File: config.mk
export PLATFORM = sky130hd
export DESIGN_NAME = bb_bridge_core
export DESIGN_NICKNAME = d
export VERILOG_FILES = /design/src/bb_pkg.sv /design/src/bb_bridge_core.sv
export SDC_FILE = /design/constraint.sdc
export NUM_CORES = 2
export LEC_CHECK = 0
export ABC_AREA = 1
export BUFFER_PORTS_ARGS = -buffer_cell sky130_fd_sc_hd__buf_2
export CAP_MARGIN = 40
export CORE_ASPECT_RATIO = 0.9
export CORE_MARGIN = 2
export CORE_UTILIZATION = 35
export DETAILED_ROUTE_END_ITERATION = 8
export MAX_ROUTING_LAYER = met4
export PLACE_DENSITY = 0.54
export SLEW_MARGIN = 40
export SYNTH_ARGS = -nofsm -noshare
export SYNTH_HDL_FRONTEND = slang
export SYNTH_SLANG_ARGS = --single-unit
File: constraint.sdc
create_clock -name pclk -period 10.1 [get_ports pclk]
set_input_delay 1.01 -clock pclk [delete_from_list [all_inputs] [get_ports pclk]]
set_output_delay 1.01 -clock pclk [all_outputs]
set_load 0.01 [all_outputs]
File: src/bb_pkg.sv
// Notes on behaviour
// RULE1: Read data buffered, returned to initiator bus.
// RULE2: Each write stays separate; never merged.
// RULE3: Order fixed at completion, not at retry.
// RULE4: Retried requests may complete in any order.
// RULE5: Initiators retry delayed requests fairly, independently.
// RULE6: Both directions post writes concurrently, independently.
// RULE7: Posted acceptance never waits on master completion.
// RULE8: Posted writes accepted regardless of delayed progress.
// RULE9: Posted writes complete in arrival order.
// RULE10: Delayed read waits for earlier posted writes.
// RULE11: Read completion waits for earlier posted writes.
// RULE12: Delayed write waits for earlier posted writes.
// RULE13: Fairness arbiter between posted and delayed queues.
// RULE14: Requests ordered, completions ordered; write completion passes.
// RULE15: Software reads back; no hardware flush exists.
// RULE16: Parity travels unchanged with address and data.
// RULE17: Address parity checked on both buses always.
// RULE18: Primary error with response set suppresses select.
// RULE19: Secondary error with response set suppresses select.
// RULE20: Detected parity bit set regardless of enables.
// RULE21: Primary error, both enables set, signals system error.
// RULE22: Secondary error, enables set, signals primary system error.
// RULE23: Delayed requests answered with retry and queued.
// RULE24: Arbiter priority alternates after each completion.
package bb_pkg;

  localparam int SEQ_W = 16;
  localparam int ADDR_W = 12;

  localparam logic [11:0] CTRL_OFF  = 12'h000;
  localparam logic [11:0] PSTAT_OFF = 12'h004;
  localparam logic [11:0] SSTAT_OFF = 12'h008;
  localparam logic [11:0] QSTAT_OFF = 12'h00c;

  localparam int CTRL_PRI_RESP = 0;
  localparam int CTRL_SERR_EN  = 1;
  localparam int CTRL_SEC_RESP = 2;
  localparam int STAT_DET      = 0;
  localparam int STAT_SSE      = 1;

  localparam logic [2:0] CTRL_RESET = 3'h0;

  typedef enum logic [1:0] {
    K_POSTED = 2'b00,
    K_DREAD  = 2'b01,
    K_DWRITE = 2'b10,
    K_NONE   = 2'b11
  } bb_kind_e;

  typedef enum logic {
    TS_IDLE = 1'b0,
    TS_BUSY = 1'b1
  } bb_tgt_e;

  typedef struct packed {
    bb_kind_e    kind;
    logic [31:0] addr;
    logic [31:0] data;
    logic [3:0]  be;
    logic        par;
  } bb_txn_s;

  typedef struct packed {
    bb_kind_e    kind;
    logic [31:0] data;
    logic        par;
  } bb_cpl_s;

endpackage

File: src/bb_bridge_core.sv
// Design decisions made here: the APB slave port and the register offsets.
`timescale 1ns/1ps
module bb_bridge_core
  import bb_pkg::*;
#(
  parameter int DEPTH = 4
) (
  input  wire logic              pclk,
  input  wire logic              presetn,
  input  wire logic              psel,
  input  wire logic              penable,
  input  wire logic              pwrite,
  input  wire logic [ADDR_W-1:0] paddr,
  input  wire logic [31:0]       pwdata,
  output logic      [31:0]       prdata,
  output logic                   pready,
  output logic                   pslverr,
  input  wire logic [1:0]        init_valid,
  input  bb_txn_s   [1:0]        init_txn,
  output logic      [1:0]        init_accept,
  output logic      [1:0]        init_retry,
  output logic      [1:0]        tgt_valid,
  output bb_txn_s   [1:0]        tgt_txn,
  input  wire logic [1:0]        tgt_done,
  input  wire logic [1:0]        tgt_retry,
  input  wire logic [1:0][31:0]  tgt_rdata,
  input  wire logic [1:0]        tgt_rpar,
  output logic      [1:0]        ret_valid,
  output bb_cpl_s   [1:0]        ret_cpl,
  input  wire logic [1:0]        ret_ack,
  input  wire logic [1:0]        pa_valid,
  input  wire logic [1:0][31:0]  pa_ad,
  input  wire logic [1:0][3:0]   pa_cbe,
  input  wire logic [1:0]        pa_par,
  input  wire logic [1:0]        pa_hit,
  output logic                   primary_device_select_n,
  output logic                   secondary_device_select_n,
  output logic                   primary_system_error_n
);

  localparam int AW = $clog2(DEPTH);
  localparam logic [SEQ_W-1:0] DEPTH_S = SEQ_W'(DEPTH);

  logic [2:0]              ctrl_q;
  logic [1:0]              pstat_q;
  logic                    sstat_q;
  logic [31:0]             prdata_q;
  logic                    pready_q;
  logic                    pslverr_q;
  logic [1:0]              devsel_n_q;
  logic                    serr_n_q;
  logic [1:0]              pa_err;
  logic [1:0]              pa_resp;
  logic [1:0]              serr_set;
  logic [1:0][SEQ_W-1:0]   pw_wp_all;
  logic [1:0][SEQ_W-1:0]   pw_rp_all;
  logic [1:0][SEQ_W-1:0]   pw_cnt_all;
  logic [1:0][SEQ_W-1:0]   dq_cnt_all;
  logic [1:0]              dq_gate_ok;
  logic [1:0]              cq_gate_ok;
  logic [1:0]              rr_all;
  logic [31:0]             rd_mux;
  logic                    map_hit;
  logic                    apb_wr;

  assign prdata                    = prdata_q;
  assign pready                    = pready_q;
  assign pslverr                   = pslverr_q;
  assign primary_device_select_n   = devsel_n_q[0];
  assign secondary_device_select_n = devsel_n_q[1];
  assign primary_system_error_n    = serr_n_q;

  // Register bus: each access answers in its first access-phase cycle.
  assign apb_wr = psel && penable && pready_q && pwrite;

  always_comb begin
    map_hit = 1'b1;
    rd_mux  = 32'h0;
    case (paddr)
      CTRL_OFF:  rd_mux = {29'h0, ctrl_q};
      PSTAT_OFF: rd_mux = {30'h0, pstat_q};
      SSTAT_OFF: rd_mux = {31'h0, sstat_q};
      QSTAT_OFF: rd_mux = {pw_cnt_all[1][7:0], pw_cnt_all[0][7:0],
                           dq_cnt_all[1][7:0], dq_cnt_all[0][7:0]};
      default:   map_hit = 1'b0;
    endcase
  end

  always_ff @(posedge pclk or negedge presetn) begin
    if (!presetn) begin
      pready_q  <= 1'b0;
      pslverr_q <= 1'b0;
      prdata_q  <= 32'h0;
    end else begin
      pready_q  <= psel && !penable;
      pslverr_q <= psel && !penable && !map_hit;
      prdata_q  <= (psel && !penable && !pwrite) ? rd_mux : 32'h0;
    end
  end

  always_ff @(posedge pclk or negedge presetn) begin
    if (!presetn) begin
      ctrl_q <= CTRL_RESET;
    end else if (apb_wr && paddr == CTRL_OFF) begin
      ctrl_q <= pwdata[2:0];
    end
  end

  // Address parity on both buses; a new error wins over a clear.
  assign pa_resp[0] = ctrl_q[CTRL_PRI_RESP];
  assign pa_resp[1] = ctrl_q[CTRL_SEC_RESP];

  genvar b;
  generate
    for (b = 0; b < 2; b++) begin : g_bus
      assign pa_err[b] = pa_valid[b] && ^{pa_ad[b], pa_cbe[b], pa_par[b]}; // see RULE17
      assign serr_set[b] = pa_err[b] && pa_resp[b] && ctrl_q[CTRL_SERR_EN]; // see RULE21 see RULE22
      always_ff @(posedge pclk or negedge presetn) begin
        if (!presetn) begin
          devsel_n_q[b] <= 1'b1;
        end else begin
          devsel_n_q[b] <= !(pa_valid[b] && pa_hit[b] && !(pa_err[b] && pa_resp[b])); // see RULE18 see RULE19
        end
      end
    end
  endgenerate

  always_ff @(posedge pclk or negedge presetn) begin
    if (!presetn) begin
      pstat_q <= 2'h0;
      sstat_q <= 1'b0;
    end else begin
      if (apb_wr && paddr == PSTAT_OFF) begin
        pstat_q <= pstat_q & ~pwdata[1:0];
      end
      if (apb_wr && paddr == SSTAT_OFF) begin
        sstat_q <= sstat_q & ~pwdata[0];
      end
      if (pa_err[0]) begin
        pstat_q[STAT_DET] <= 1'b1; // see RULE20
      end
      if (|serr_set) begin
        pstat_q[STAT_SSE] <= 1'b1; // see RULE21 see RULE22
      end
      if (pa_err[1]) begin
        sstat_q <= 1'b1; // see RULE20
      end
    end
  end

  always_ff @(posedge pclk or negedge presetn) begin
    if (!presetn) begin
      serr_n_q <= 1'b1;
    end else begin
      serr_n_q <= !(|serr_set); // see RULE21 see RULE22
    end
  end

  // One queue set per direction; directions share nothing but pointers.
  genvar d;
  generate
    for (d = 0; d < 2; d++) begin : g_dir // see RULE6
      bb_txn_s          pw_mem [DEPTH];
      bb_txn_s          dq_mem [DEPTH];
      logic [SEQ_W-1:0] dq_tag [DEPTH];
      bb_cpl_s          cq_mem [DEPTH];
      logic [SEQ_W-1:0] cq_tag [DEPTH];
      logic [SEQ_W-1:0] pw_wp_q, pw_rp_q, dq_wp_q, dq_rp_q, cq_wp_q, cq_rp_q;
      logic [SEQ_W-1:0] dq_pass, cq_pass;
      logic             pw_push, dq_push, cq_push, pw_has, dq_elig;
      bb_tgt_e          state_q;
      logic             src_dly_q;
      logic             rr_q;
      bb_txn_s          dq_head;
      bb_cpl_s          cq_head;

      assign pw_wp_all[d]  = pw_wp_q;
      assign pw_rp_all[d]  = pw_rp_q;
      assign pw_cnt_all[d] = pw_wp_q - pw_rp_q;
      assign dq_cnt_all[d] = dq_wp_q - dq_rp_q;
      assign rr_all[d]     = rr_q;

      assign pw_push = init_valid[d] && init_txn[d].kind == K_POSTED
                       && pw_cnt_all[d] != DEPTH_S; // see RULE7 see RULE8
      assign dq_push = init_valid[d] && (init_txn[d].kind == K_DREAD
                       || init_txn[d].kind == K_DWRITE)
                       && dq_cnt_all[d] != DEPTH_S;
      assign pw_has  = pw_cnt_all[d] != '0;
      assign dq_head = dq_mem[dq_rp_q[AW-1:0]];
      assign cq_head = cq_mem[cq_rp_q[AW-1:0]];
      assign dq_pass = pw_rp_q - dq_tag[dq_rp_q[AW-1:0]];
      assign cq_pass = pw_rp_all[1-d] - cq_tag[cq_rp_q[AW-1:0]];
      assign dq_gate_ok[d] = !dq_pass[SEQ_W-1]; // see RULE10 see RULE12
      assign cq_gate_ok[d] = cq_head.kind != K_DREAD
                             || !cq_pass[SEQ_W-1]; // see RULE11 see RULE14
      assign dq_elig = dq_cnt_all[d] != '0 && dq_gate_ok[d]
                       && (cq_wp_q - cq_rp_q) != DEPTH_S;
      assign cq_push = state_q == TS_BUSY && src_dly_q && tgt_done[d];

      always_ff @(posedge pclk or negedge presetn) begin
        if (!presetn) begin
          init_accept[d] <= 1'b0;
          init_retry[d]  <= 1'b0;
        end else begin
          init_accept[d] <= pw_push;
          init_retry[d]  <= init_valid[d] && !pw_push; // see RULE23
        end
      end

      // Every posted write is its own entry, in arrival order.
      always_ff @(posedge pclk) begin
        if (pw_push) begin
          pw_mem[pw_wp_q[AW-1:0]] <= init_txn[d]; // see RULE2 see RULE16
        end
        if (dq_push) begin
          dq_mem[dq_wp_q[AW-1:0]] <= init_txn[d]; // see RULE23
          dq_tag[dq_wp_q[AW-1:0]] <= pw_wp_q;
        end
        if (cq_push) begin
          cq_mem[cq_wp_q[AW-1:0]] <= '{kind: tgt_txn[d].kind,
                                      data: tgt_rdata[d],
                                      par:  tgt_rpar[d]}; // see RULE1
          cq_tag[cq_wp_q[AW-1:0]] <= pw_wp_all[1-d];
        end
      end

      always_ff @(posedge pclk or negedge presetn) begin
        if (!presetn) begin
          pw_wp_q <= '0;
          dq_wp_q <= '0;
          cq_wp_q <= '0;
        end else begin
          pw_wp_q <= pw_wp_q + SEQ_W'(pw_push);
          dq_wp_q <= dq_wp_q + SEQ_W'(dq_push);
          cq_wp_q <= cq_wp_q + SEQ_W'(cq_push);
        end
      end

      // Target side: a retry leaves the head queued and reopens arbitration.
      always_ff @(posedge pclk or negedge presetn) begin
        if (!presetn) begin
          state_q      <= TS_IDLE;
          src_dly_q    <= 1'b0;
          rr_q         <= 1'b0;
          tgt_valid[d] <= 1'b0;
          tgt_txn[d]   <= '0;
          pw_rp_q      <= '0;
          dq_rp_q      <= '0;
        end else begin
          case (state_q)
            TS_IDLE: begin
              if (pw_has && (!rr_q || !dq_elig)) begin // see RULE13
                state_q      <= TS_BUSY;
                src_dly_q    <= 1'b0;
                tgt_valid[d] <= 1'b1;
                tgt_txn[d]   <= pw_mem[pw_rp_q[AW-1:0]]; // see RULE9
              end else if (dq_elig) begin
                state_q      <= TS_BUSY;
                src_dly_q    <= 1'b1;
                tgt_valid[d] <= 1'b1;
                tgt_txn[d]   <= dq_head; // see RULE14
              end
            end
            TS_BUSY: begin
              if (tgt_done[d]) begin // see RULE3
                state_q      <= TS_IDLE;
                tgt_valid[d] <= 1'b0;
                rr_q         <= !src_dly_q; // see RULE24
                if (src_dly_q) begin
                  dq_rp_q <= dq_rp_q + 1'b1;
                end else begin
                  pw_rp_q <= pw_rp_q + 1'b1;
                end
              end else if (tgt_retry[d]) begin // see RULE3 see RULE4
                state_q      <= TS_IDLE;
                tgt_valid[d] <= 1'b0;
              end
            end
            default: begin
              state_q      <= TS_IDLE;
              tgt_valid[d] <= 1'b0;
            end
          endcase
        end
      end

      // Completions return in order to the initiator bus.
      always_ff @(posedge pclk or negedge presetn) begin
        if (!presetn) begin
          ret_valid[d] <= 1'b0;
          ret_cpl[d]   <= '0;
          cq_rp_q      <= '0;
        end else if (ret_valid[d]) begin
          if (ret_ack[d]) begin
            ret_valid[d] <= 1'b0;
            cq_rp_q      <= cq_rp_q + 1'b1;
          end
        end else if (cq_wp_q != cq_rp_q && cq_gate_ok[d]) begin // see RULE11
          ret_valid[d] <= 1'b1;
          ret_cpl[d]   <= cq_head; // see RULE1 see RULE16
        end
      end
    end
  endgenerate

  property p_pri_devsel;
    @(posedge pclk) disable iff (!presetn)
      pa_err[0] && ctrl_q[CTRL_PRI_RESP] |=> primary_device_select_n;
  endproperty
  a_pri_devsel: assert property (p_pri_devsel) // see RULE18
    else $error("primary select asserted on address parity error");

  property p_sec_devsel;
    @(posedge pclk) disable iff (!presetn)
      pa_valid[1] && pa_hit[1] && !(pa_err[1] && ctrl_q[CTRL_SEC_RESP])
        |=> !secondary_device_select_n;
  endproperty
  a_sec_devsel: assert property (p_sec_devsel) // see RULE19
    else $error("secondary select missing for a claimable address");

  property p_det;
    @(posedge pclk) disable iff (!presetn)
      pa_err[0] && !(apb_wr && paddr == PSTAT_OFF) |=> pstat_q[STAT_DET];
  endproperty
  a_det: assert property (p_det) // see RULE20
    else $error("primary detected parity bit not set");

  property p_serr;
    @(posedge pclk) disable iff (!presetn)
      pa_err[0] && ctrl_q[CTRL_SERR_EN] && ctrl_q[CTRL_PRI_RESP]
        |=> !primary_system_error_n && pstat_q[STAT_SSE];
  endproperty
  a_serr: assert property (p_serr) // see RULE21
    else $error("system error not signalled for primary parity error");

  property p_serr_s;
    @(posedge pclk) disable iff (!presetn)
      pa_err[1] && ctrl_q[CTRL_SERR_EN] && ctrl_q[CTRL_SEC_RESP]
        |=> !primary_system_error_n && pstat_q[STAT_SSE];
  endproperty
  a_serr_s: assert property (p_serr_s) // see RULE22
    else $error("system error not signalled for secondary parity error");

  property p_serr_sec;
    @(posedge pclk) disable iff (!presetn)
      !primary_system_error_n |-> $past(pa_err[1] || pa_err[0]);
  endproperty
  a_serr_sec: assert property (p_serr_sec) // see RULE22
    else $error("system error without an address parity error");

  property p_retry;
    @(posedge pclk) disable iff (!presetn)
      init_valid[0] && init_txn[0].kind != K_POSTED |=> init_retry[0];
  endproperty
  a_retry: assert property (p_retry) // see RULE23
    else $error("delayed request not answered with retry");

  property p_accept;
    @(posedge pclk) disable iff (!presetn)
      init_valid[1] && init_txn[1].kind == K_POSTED
        && pw_cnt_all[1] != DEPTH_S
        |=> init_accept[1];
  endproperty
  a_accept: assert property (p_accept) // see RULE8
    else $error("posted write refused with room in queue");

  property p_dly_order;
    @(posedge pclk) disable iff (!presetn)
      $rose(tgt_valid[0]) && tgt_txn[0].kind != K_POSTED
        |-> $past(dq_gate_ok[0]);
  endproperty
  a_dly_order: assert property (p_dly_order) // see RULE10
    else $error("delayed request passed an earlier posted write");

  property p_ret_order;
    @(posedge pclk) disable iff (!presetn)
      $rose(ret_valid[0]) |-> $past(cq_gate_ok[0]);
  endproperty
  a_ret_order: assert property (p_ret_order) // see RULE11
    else $error("read completion passed an earlier posted write");

  property p_rr;
    @(posedge pclk) disable iff (!presetn)
      tgt_valid[0] && tgt_done[0] && tgt_txn[0].kind == K_POSTED
        |=> rr_all[0];
  endproperty
  a_rr: assert property (p_rr) // see RULE24
    else $error("priority did not move to the delayed queue");

  c_pw_done: cover property (@(posedge pclk) disable iff (!presetn)
    tgt_valid[0] && tgt_done[0] && tgt_txn[0].kind == K_POSTED);
  c_ret: cover property (@(posedge pclk) disable iff (!presetn)
    ret_valid[1] && ret_ack[1]);
  c_serr: cover property (@(posedge pclk) disable iff (!presetn)
    !primary_system_error_n);
  c_retry_tgt: cover property (@(posedge pclk) disable iff (!presetn)
    tgt_valid[0] && tgt_retry[0]);

endmodule

# Word-level counts from Yosys, hierarchy flattened
# Memories as Yosys holds them, arrays and structs flattened.
# Index checks and enable logic that the tools add are counted.
[totals]
register_bits = 461
ramBits = 1672
out_inout_bits = 257
n_memories = 10
[op_classes]
addsub = 22
n_eq_ne = 21
mux = 52
n_bitwise = 10
n_reduce_logical = 97
[mem_list]
columns = ["memory", "depth", "word_bits", "read_ports", "rd_clocked_by_memory_dff", "wr", "line_no", "rtl"]
rows = [
  ["g_dir[0].dq_mem", 4, 71, 1, 0, 1, "bb_bridge_core.sv:164", "bb_txn_s dq_mem [DEPTH];"],
  ["g_dir[0].pw_mem", 4, 71, 1, 0, 1, "bb_bridge_core.sv:163", "bb_txn_s pw_mem [DEPTH];"],
  ["g_dir[1].dq_mem", 4, 71, 1, 0, 1, "bb_bridge_core.sv:164", ""],
  ["g_dir[1].pw_mem", 4, 71, 1, 0, 1, "bb_bridge_core.sv:163", ""],
  ["g_dir[0].cq_mem", 4, 35, 1, 0, 1, "bb_bridge_core.sv:166", "bb_cpl_s cq_mem [DEPTH];"],
  ["g_dir[1].cq_mem", 4, 35, 1, 0, 1, "bb_bridge_core.sv:166", ""],
  ["+4 memories", "-", "-", "-", "-", "-", "-", ""],
]
[op_table]
columns = ["cell", "count"]
rows = [
  ["two-way mux 71 bit", 4],
  ["subtractor 16 bit", 10],
  ["one-hot mux 32 bit (4 select lines)", 1],
  ["adder 16 x 1 -> 16 bit", 6],
  ["adder 16 x 1 -> 16 bit, second input constant", 6],
  ["!= test 16 x 3 -> 1 bit, second input constant", 6],
  ["parity 37 bit", 2],
  ["nonzero test 16 bit", 4],
  ["logical AND 1 bit", 41],
  ["two-way mux 1 bit", 41],
  ["two-way mux 32 bit", 1],
  ["!= test 16 bit", 2],
  ["equality test 12 x 4 -> 1 bit, second input constant", 2],
  ["logical NOT 1 bit", 20],
  ["AND reduction 2 bit", 10],
  ["equality test 12 x 3 -> 1 bit, second input constant", 1],
  ["logical NOT 12 bit", 1],
  ["!= test 3 bit, second input constant", 4],
  ["AND reduction 3 bit", 4],
  ["nonzero test 2 bit", 5],
  ["one-hot mux 1 bit (2 select lines)", 4],
  ["inverter 1 bit", 7],
  ["logical OR 1 bit", 6],
  ["equality test 2 x 1 -> 1 bit, second input constant", 2],
  ["other kinds (9)", 12],
]

# Depth between registers and ports, before layout
# An unclocked memory read counts as a cell.
[logic_depth]
depth_word = 10
ltp_mapped = 30

# Least setup slack after synthesis
# OpenSTA, ideal clock, no wires.
[synth_path]
path_kind = "register -> register"
start = "reg g_dir[1].dq_rp_q[1]"
end = "mem g_dir[1].dq_mem[2][0] (netlist name), enable pin"
setup_time_ns = 0.640
arrival_ns = 8.470
slack_ns = 0.990
stages_incl_launch_ff = 17
n_path_buf = 3
synth_period_minus_slack_ns = 9.110
cell_sequence = "dfrtp_1 -> inv_1 -> clkbuf_1 -> clkbuf_1 -> buf_1 -> ha_1 -> nand3_1 -> nand2_1 -> nand2_1 -> nand2_1 -> nand2_1 -> nand3_1 -> nand2_1 -> nor2_1 -> and3_1 -> a31o_2 -> nor3_1"
[synth_via]
elab_chain_cells = 5
[synth_lines]
columns = ["item", "line_no", "rtl"]
rows = [
  ["start: declaration", "bb_bridge_core.sv:168", "logic [SEQ_W-1:0] pw_wp_q, pw_rp_q, dq_wp_q, dq_rp_q, cq_wp_q, cq_rp_q;"],
  ["start signal: assignment", "bb_bridge_core.sv:270", "dq_rp_q <= dq_rp_q + 1'b1;"],
  ["subtractor 16 bit", "bb_bridge_core.sv:180", "assign dq_cnt_all[d] = dq_wp_q - dq_rp_q;"],
  ["!= test 16 x 3 -> 1 bit", "bb_bridge_core.sv:187", "&& dq_cnt_all[d] != DEPTH_S;"],
  ["logical AND 1 bit", "bb_bridge_core.sv:187", ""],
  ["two-way mux 1 bit", "bb_bridge_core.sv:215", "if (dq_push) begin"],
  ["two-way mux 1 bit (not written as such)", "bb_bridge_core.sv:216", "dq_mem[dq_wp_q[AW-1:0]] <= init_txn[d];"],
  ["end: declaration", "bb_bridge_core.sv:164", ""],
]
# No other way between the ends.

# Worst setup path in the final report
[layout_path]
start = "reg g_dir[1].dq_rp_q[0]"
end = "reg tgt_txn[108] (netlist name)"
[layout_via]
elab_chain_cells = 10
word_cells_on_any_way = 15
cone_classes = "2 x add/sub; 2 x mux; 9 x reduce/logical; 2 x memory"
[layout_lines]
columns = ["item", "line_no", "rtl"]
rows = [
  ["memory read (4 x 16 bit)", "-", ""],
  ["subtractor 16 bit", "bb_bridge_core.sv:191", "assign dq_pass = pw_rp_q - dq_tag[dq_rp_q[AW-1:0]];"],
  ["logical NOT 1 bit", "bb_bridge_core.sv:193", "assign dq_gate_ok[d] = !dq_pass[SEQ_W-1];"],
  ["logical AND 1 bit", "bb_bridge_core.sv:196", "assign dq_elig = dq_cnt_all[d] != '0 && dq_gate_ok[d]"],
  ["logical AND 1 bit", "bb_bridge_core.sv:197", "&& (cq_wp_q - cq_rp_q) != DEPTH_S;"],
  ["logical NOT 1 bit", "bb_bridge_core.sv:252", "if (pw_has && (!rr_q || !dq_elig)) begin"],
  ["logical OR 1 bit", "bb_bridge_core.sv:252", ""],
  ["logical AND 1 bit", "bb_bridge_core.sv:252", ""],
  ["nonzero test 2 bit (no line)", "-", ""],
  ["AND reduction 2 bit (no line)", "-", ""],
  ["end signal: indexed assignment", "bb_bridge_core.sv:256", "tgt_txn[d] <= pw_mem[pw_rp_q[AW-1:0]];"],
  ["end signal: indexed assignment", "bb_bridge_core.sv:261", "tgt_txn[d] <= dq_head;"],
  ["end: declaration", "bb_bridge_core.sv:23", "output bb_txn_s [1:0] tgt_txn,"],
]
# Parallel ways exist; a longest one is shown, timed or not. The select of a mux whose other input is x is not followed.
# A chain may end at the register's enable or synchronous reset.

==> metrics <==
DP Area=roughly 97000 µm²; f_max=between 150 and 200 MHz; synth-to-layout area growth=15.8%; Syn. warnings=0; clock skew=58.5 ps; Hold WC Path Type=in2async; worst path required time=10860 ps; post-CTS setup buffer count=0; VDD IR-drop max=approximately 0.00028 V; Vias per Instance=5.09; number of max-cap violations=0; IO Count=600; Mapped Cells=around 7700; r2r setup slk=4500 ps; via count=a little over 60000; list of most frequent post-synthesis cells=nand2_1, edfxtp_1, nand3_1, a21oi_1, dfrtp_1; Initial Utilization=35.3%; DR WL/cell=20.5 µm; Synth Cell Area=about 90000 µm²; Synth cell types=60; critical path class=reg2reg; CTS tree=yes; placed insts=11385; Pre-antenna DRT Iters=8; most frequent cell after synthesis=nand2_1; Max Buffers Root-to-Sink=4; Final Cell Area=105000 µm²; synthesized area per cell=11.7 µm²; Worst Setup End Kind=register; RSZ-0062 raised after global routing=false; Post-synth EDFFs=1672; initial antenna violation count=59; pwr dens=284 nW/µm²; Slew HR=40.5%; Final Net Count=8752; number of clock sinks=2133; post-layout util=40.8%; met2 WL=109000 µm; Resized cells post-CTS=0; pin count of the biggest net entering global routing=107; Worst-path clk slew=60 ps; highest net fanout along the worst path=62; Main synth FF type=edfxtp_1; crit path DAT=around 6400 ps; Non-Filler Instances=11856; Met1 Wirelength=113000 µm; top sig layer=met4; die area=roughly 260000 µm²; aggregate global routing overflow=0; Setup TNS=0 ps; Area contributors post-synth=edfxtp_1, dfrtp_1, nand2_1; Hold Vio Cnt, Final=0; slack of the critical path=4500 ps; die height=486 µm; core area=256000 µm²; fin crit period=around 5600 ps; Total Routed Length=244000 µm; Leak=between 40 and 50 nW; fin. max-slew vios=0; Hold Buf Count CTS=0; H-tree levels=4; Die X-Extent=539 µm; outcome=completed; Async S/R FF share, synth=21.6%; Num CTS Buffers=227; Tcrit/Tclk final=around 55%; Synth area leader=edfxtp_1; CTS Root Cell=clkbuf_16; final setup violating endpoints=0; crit start category=register; Starting DRT DRC Count=4355; proportion of layout cells with a drive suffix above 1=a little over an eighth; vias in the first global route=59786; dpl hpwl=~140000 µm; # DRC=0; post-place setup slack=approximately 4200 ps; later-pin clock latency in the skew report=890 ps; number of routed nets with antenna violations=0; routability congestion estimate=slightly above 0.8; Port Buf Inserts=570; Std-Cell Rows=176; Worst Tran Pin Value=892 ps; Synthesized Nets=8215; first-pass GRT wire length=370000 µm; GRT Total Usage=a little under a fifth; metal3 WL=15400 µm; sequential element share of the synthesized area=68.4%; Yosys reg bits=~2100; share of the synthesized area in the top cell type=55.6%
## sequential cells by signal (all words and copies together), names as in the netlist, 3 cells and up
name           cells
g_dir.dq_mem     568
g_dir.pw_mem     568
g_dir.cq_mem     280
tgt_txn          142
g_dir.cq_tag     128
g_dir.dq_tag     128
ret_cpl           70
g_dir.cq_rp_q     32
g_dir.cq_wp_q     32
g_dir.dq_rp_q     32
g_dir.dq_wp_q     32
g_dir.pw_rp_q     32
g_dir.pw_wp_q     32
prdata            32
ctrl_q             3
## where the power goes
group / total (W) / internal (W) / leakage (nW) / switching (W)
clock network: 0.00821 / 0.00477 / 3.62 / 0.00345
logic: 0.00995 / 0.00329 / 17.1 / 0.00666
registers: 0.0115 / 0.0107 / 20.7 / 0.000809
total: 0.0297 / 0.0188 / 41.4 / 0.0109
## layout by cell type, fill, tap and decap left out, types with 8 or more instances in the layout
cell       count
a21oi_1      463
edfxtp_1    1672
bufinv_16     16
a32o_1       374
dfrtp_1      452
inv_2         14
o21ai_0      139
buf_4         54
clkbuf_16    228
inv_6          8
ha_1         170
xnor2_1       92
and2_1        12
o22ai_1       35
clkinv_1      23
nand3_1      489
diode_2       49
inv_1        406
xor2_1       173
clkinv_2      47
nand2_1     2315
nand4_1       55
a31oi_1        9
nor2_1       263
nor3_1        45
nand3b_1      25
clkbuf_1      56
nor3_2        30
clkbuf_8      27
buf_2        569
nor4_1        11
buf_6         40
## logic make-up after synthesis
group	count (synthesis)	share of synthesized area [%]
XOR/XNOR	265	2.57
AO/OA/AOI/OAI	1059	8.12
adder cells (fa/ha/maj)	174	2.44
AND/OR/NAND/NOR	3275	14.9
multiplexers	1	0.0125
flip-flops	2133	68.4
buffers and inverters	791	3.55
## layout make-up
cell class              count  area [µm²]
fillers                 24191      152000
flip-flops and latches   2133       61800
multi-input cells        4774       25500
clock buffers             311        6290
well taps                3382        4230
repair buffers            671        3870
inverters                 428        1640
clock inverters           108        1090
diodes                     49         123
## worst paths after layout
| check | start | endpoint | depth (start not counted) |
|---|---|---|---|
| setup / recovery | g_dir[1].dq_rp_q[0] | tgt_txn[108] | 21 |
| hold / removal | presetn | g_dir[0].dq_rp_q[15] | 1 |
| setup reg to reg | g_dir[1].dq_rp_q[0] | tgt_txn[108] | 21 |
| hold reg to reg | ret_cpl[50] | ret_cpl[50] | 2 |
| max in group asynchronous | presetn | g_dir[1].dq_rp_q[0] | 4 |
| min in group pclk | pa_hit[0] | primary_device_select_n | 2 |
## worst max-delay path, stage by stage (launching register included)
cell	delay, ps
dfrtp_4	610
buf_12	250
inv_6	400
buf_4	490
nand2_1	110
a32o_1	240
ha_1	300
nand2_1	80
nor2_1	40
a211oi_1	210
nand2_1	130
nand2_1	90
nand2_1	50
nand2_1	50
nand2_1	110
inv_2	110
nand4_4	420
nand2_4	500
buf_4	780
nand2_1	130
nand3_1	110
nand2_1	60
## routing by layer
layer | vias to the layer above | GRT usage [%]
met4 | 0 | 4.83
met3 | 346 | 3.72
li1 | 28345 | -
met2 | 1627 | 28.6
met1 | 30036 | 25.7
met5 | - | -
## per-stage QoR
step	hold slack [ps]	total power, W
after floorplan	414	0.0182
after global placement	449	0.0214
after detailed placement	454	0.0216
after CTS	4.41	0.0300
after global routing	56.1	0.0315
final	76.5	0.0297
No activity file was read; power rests on OpenSTA's default activity.
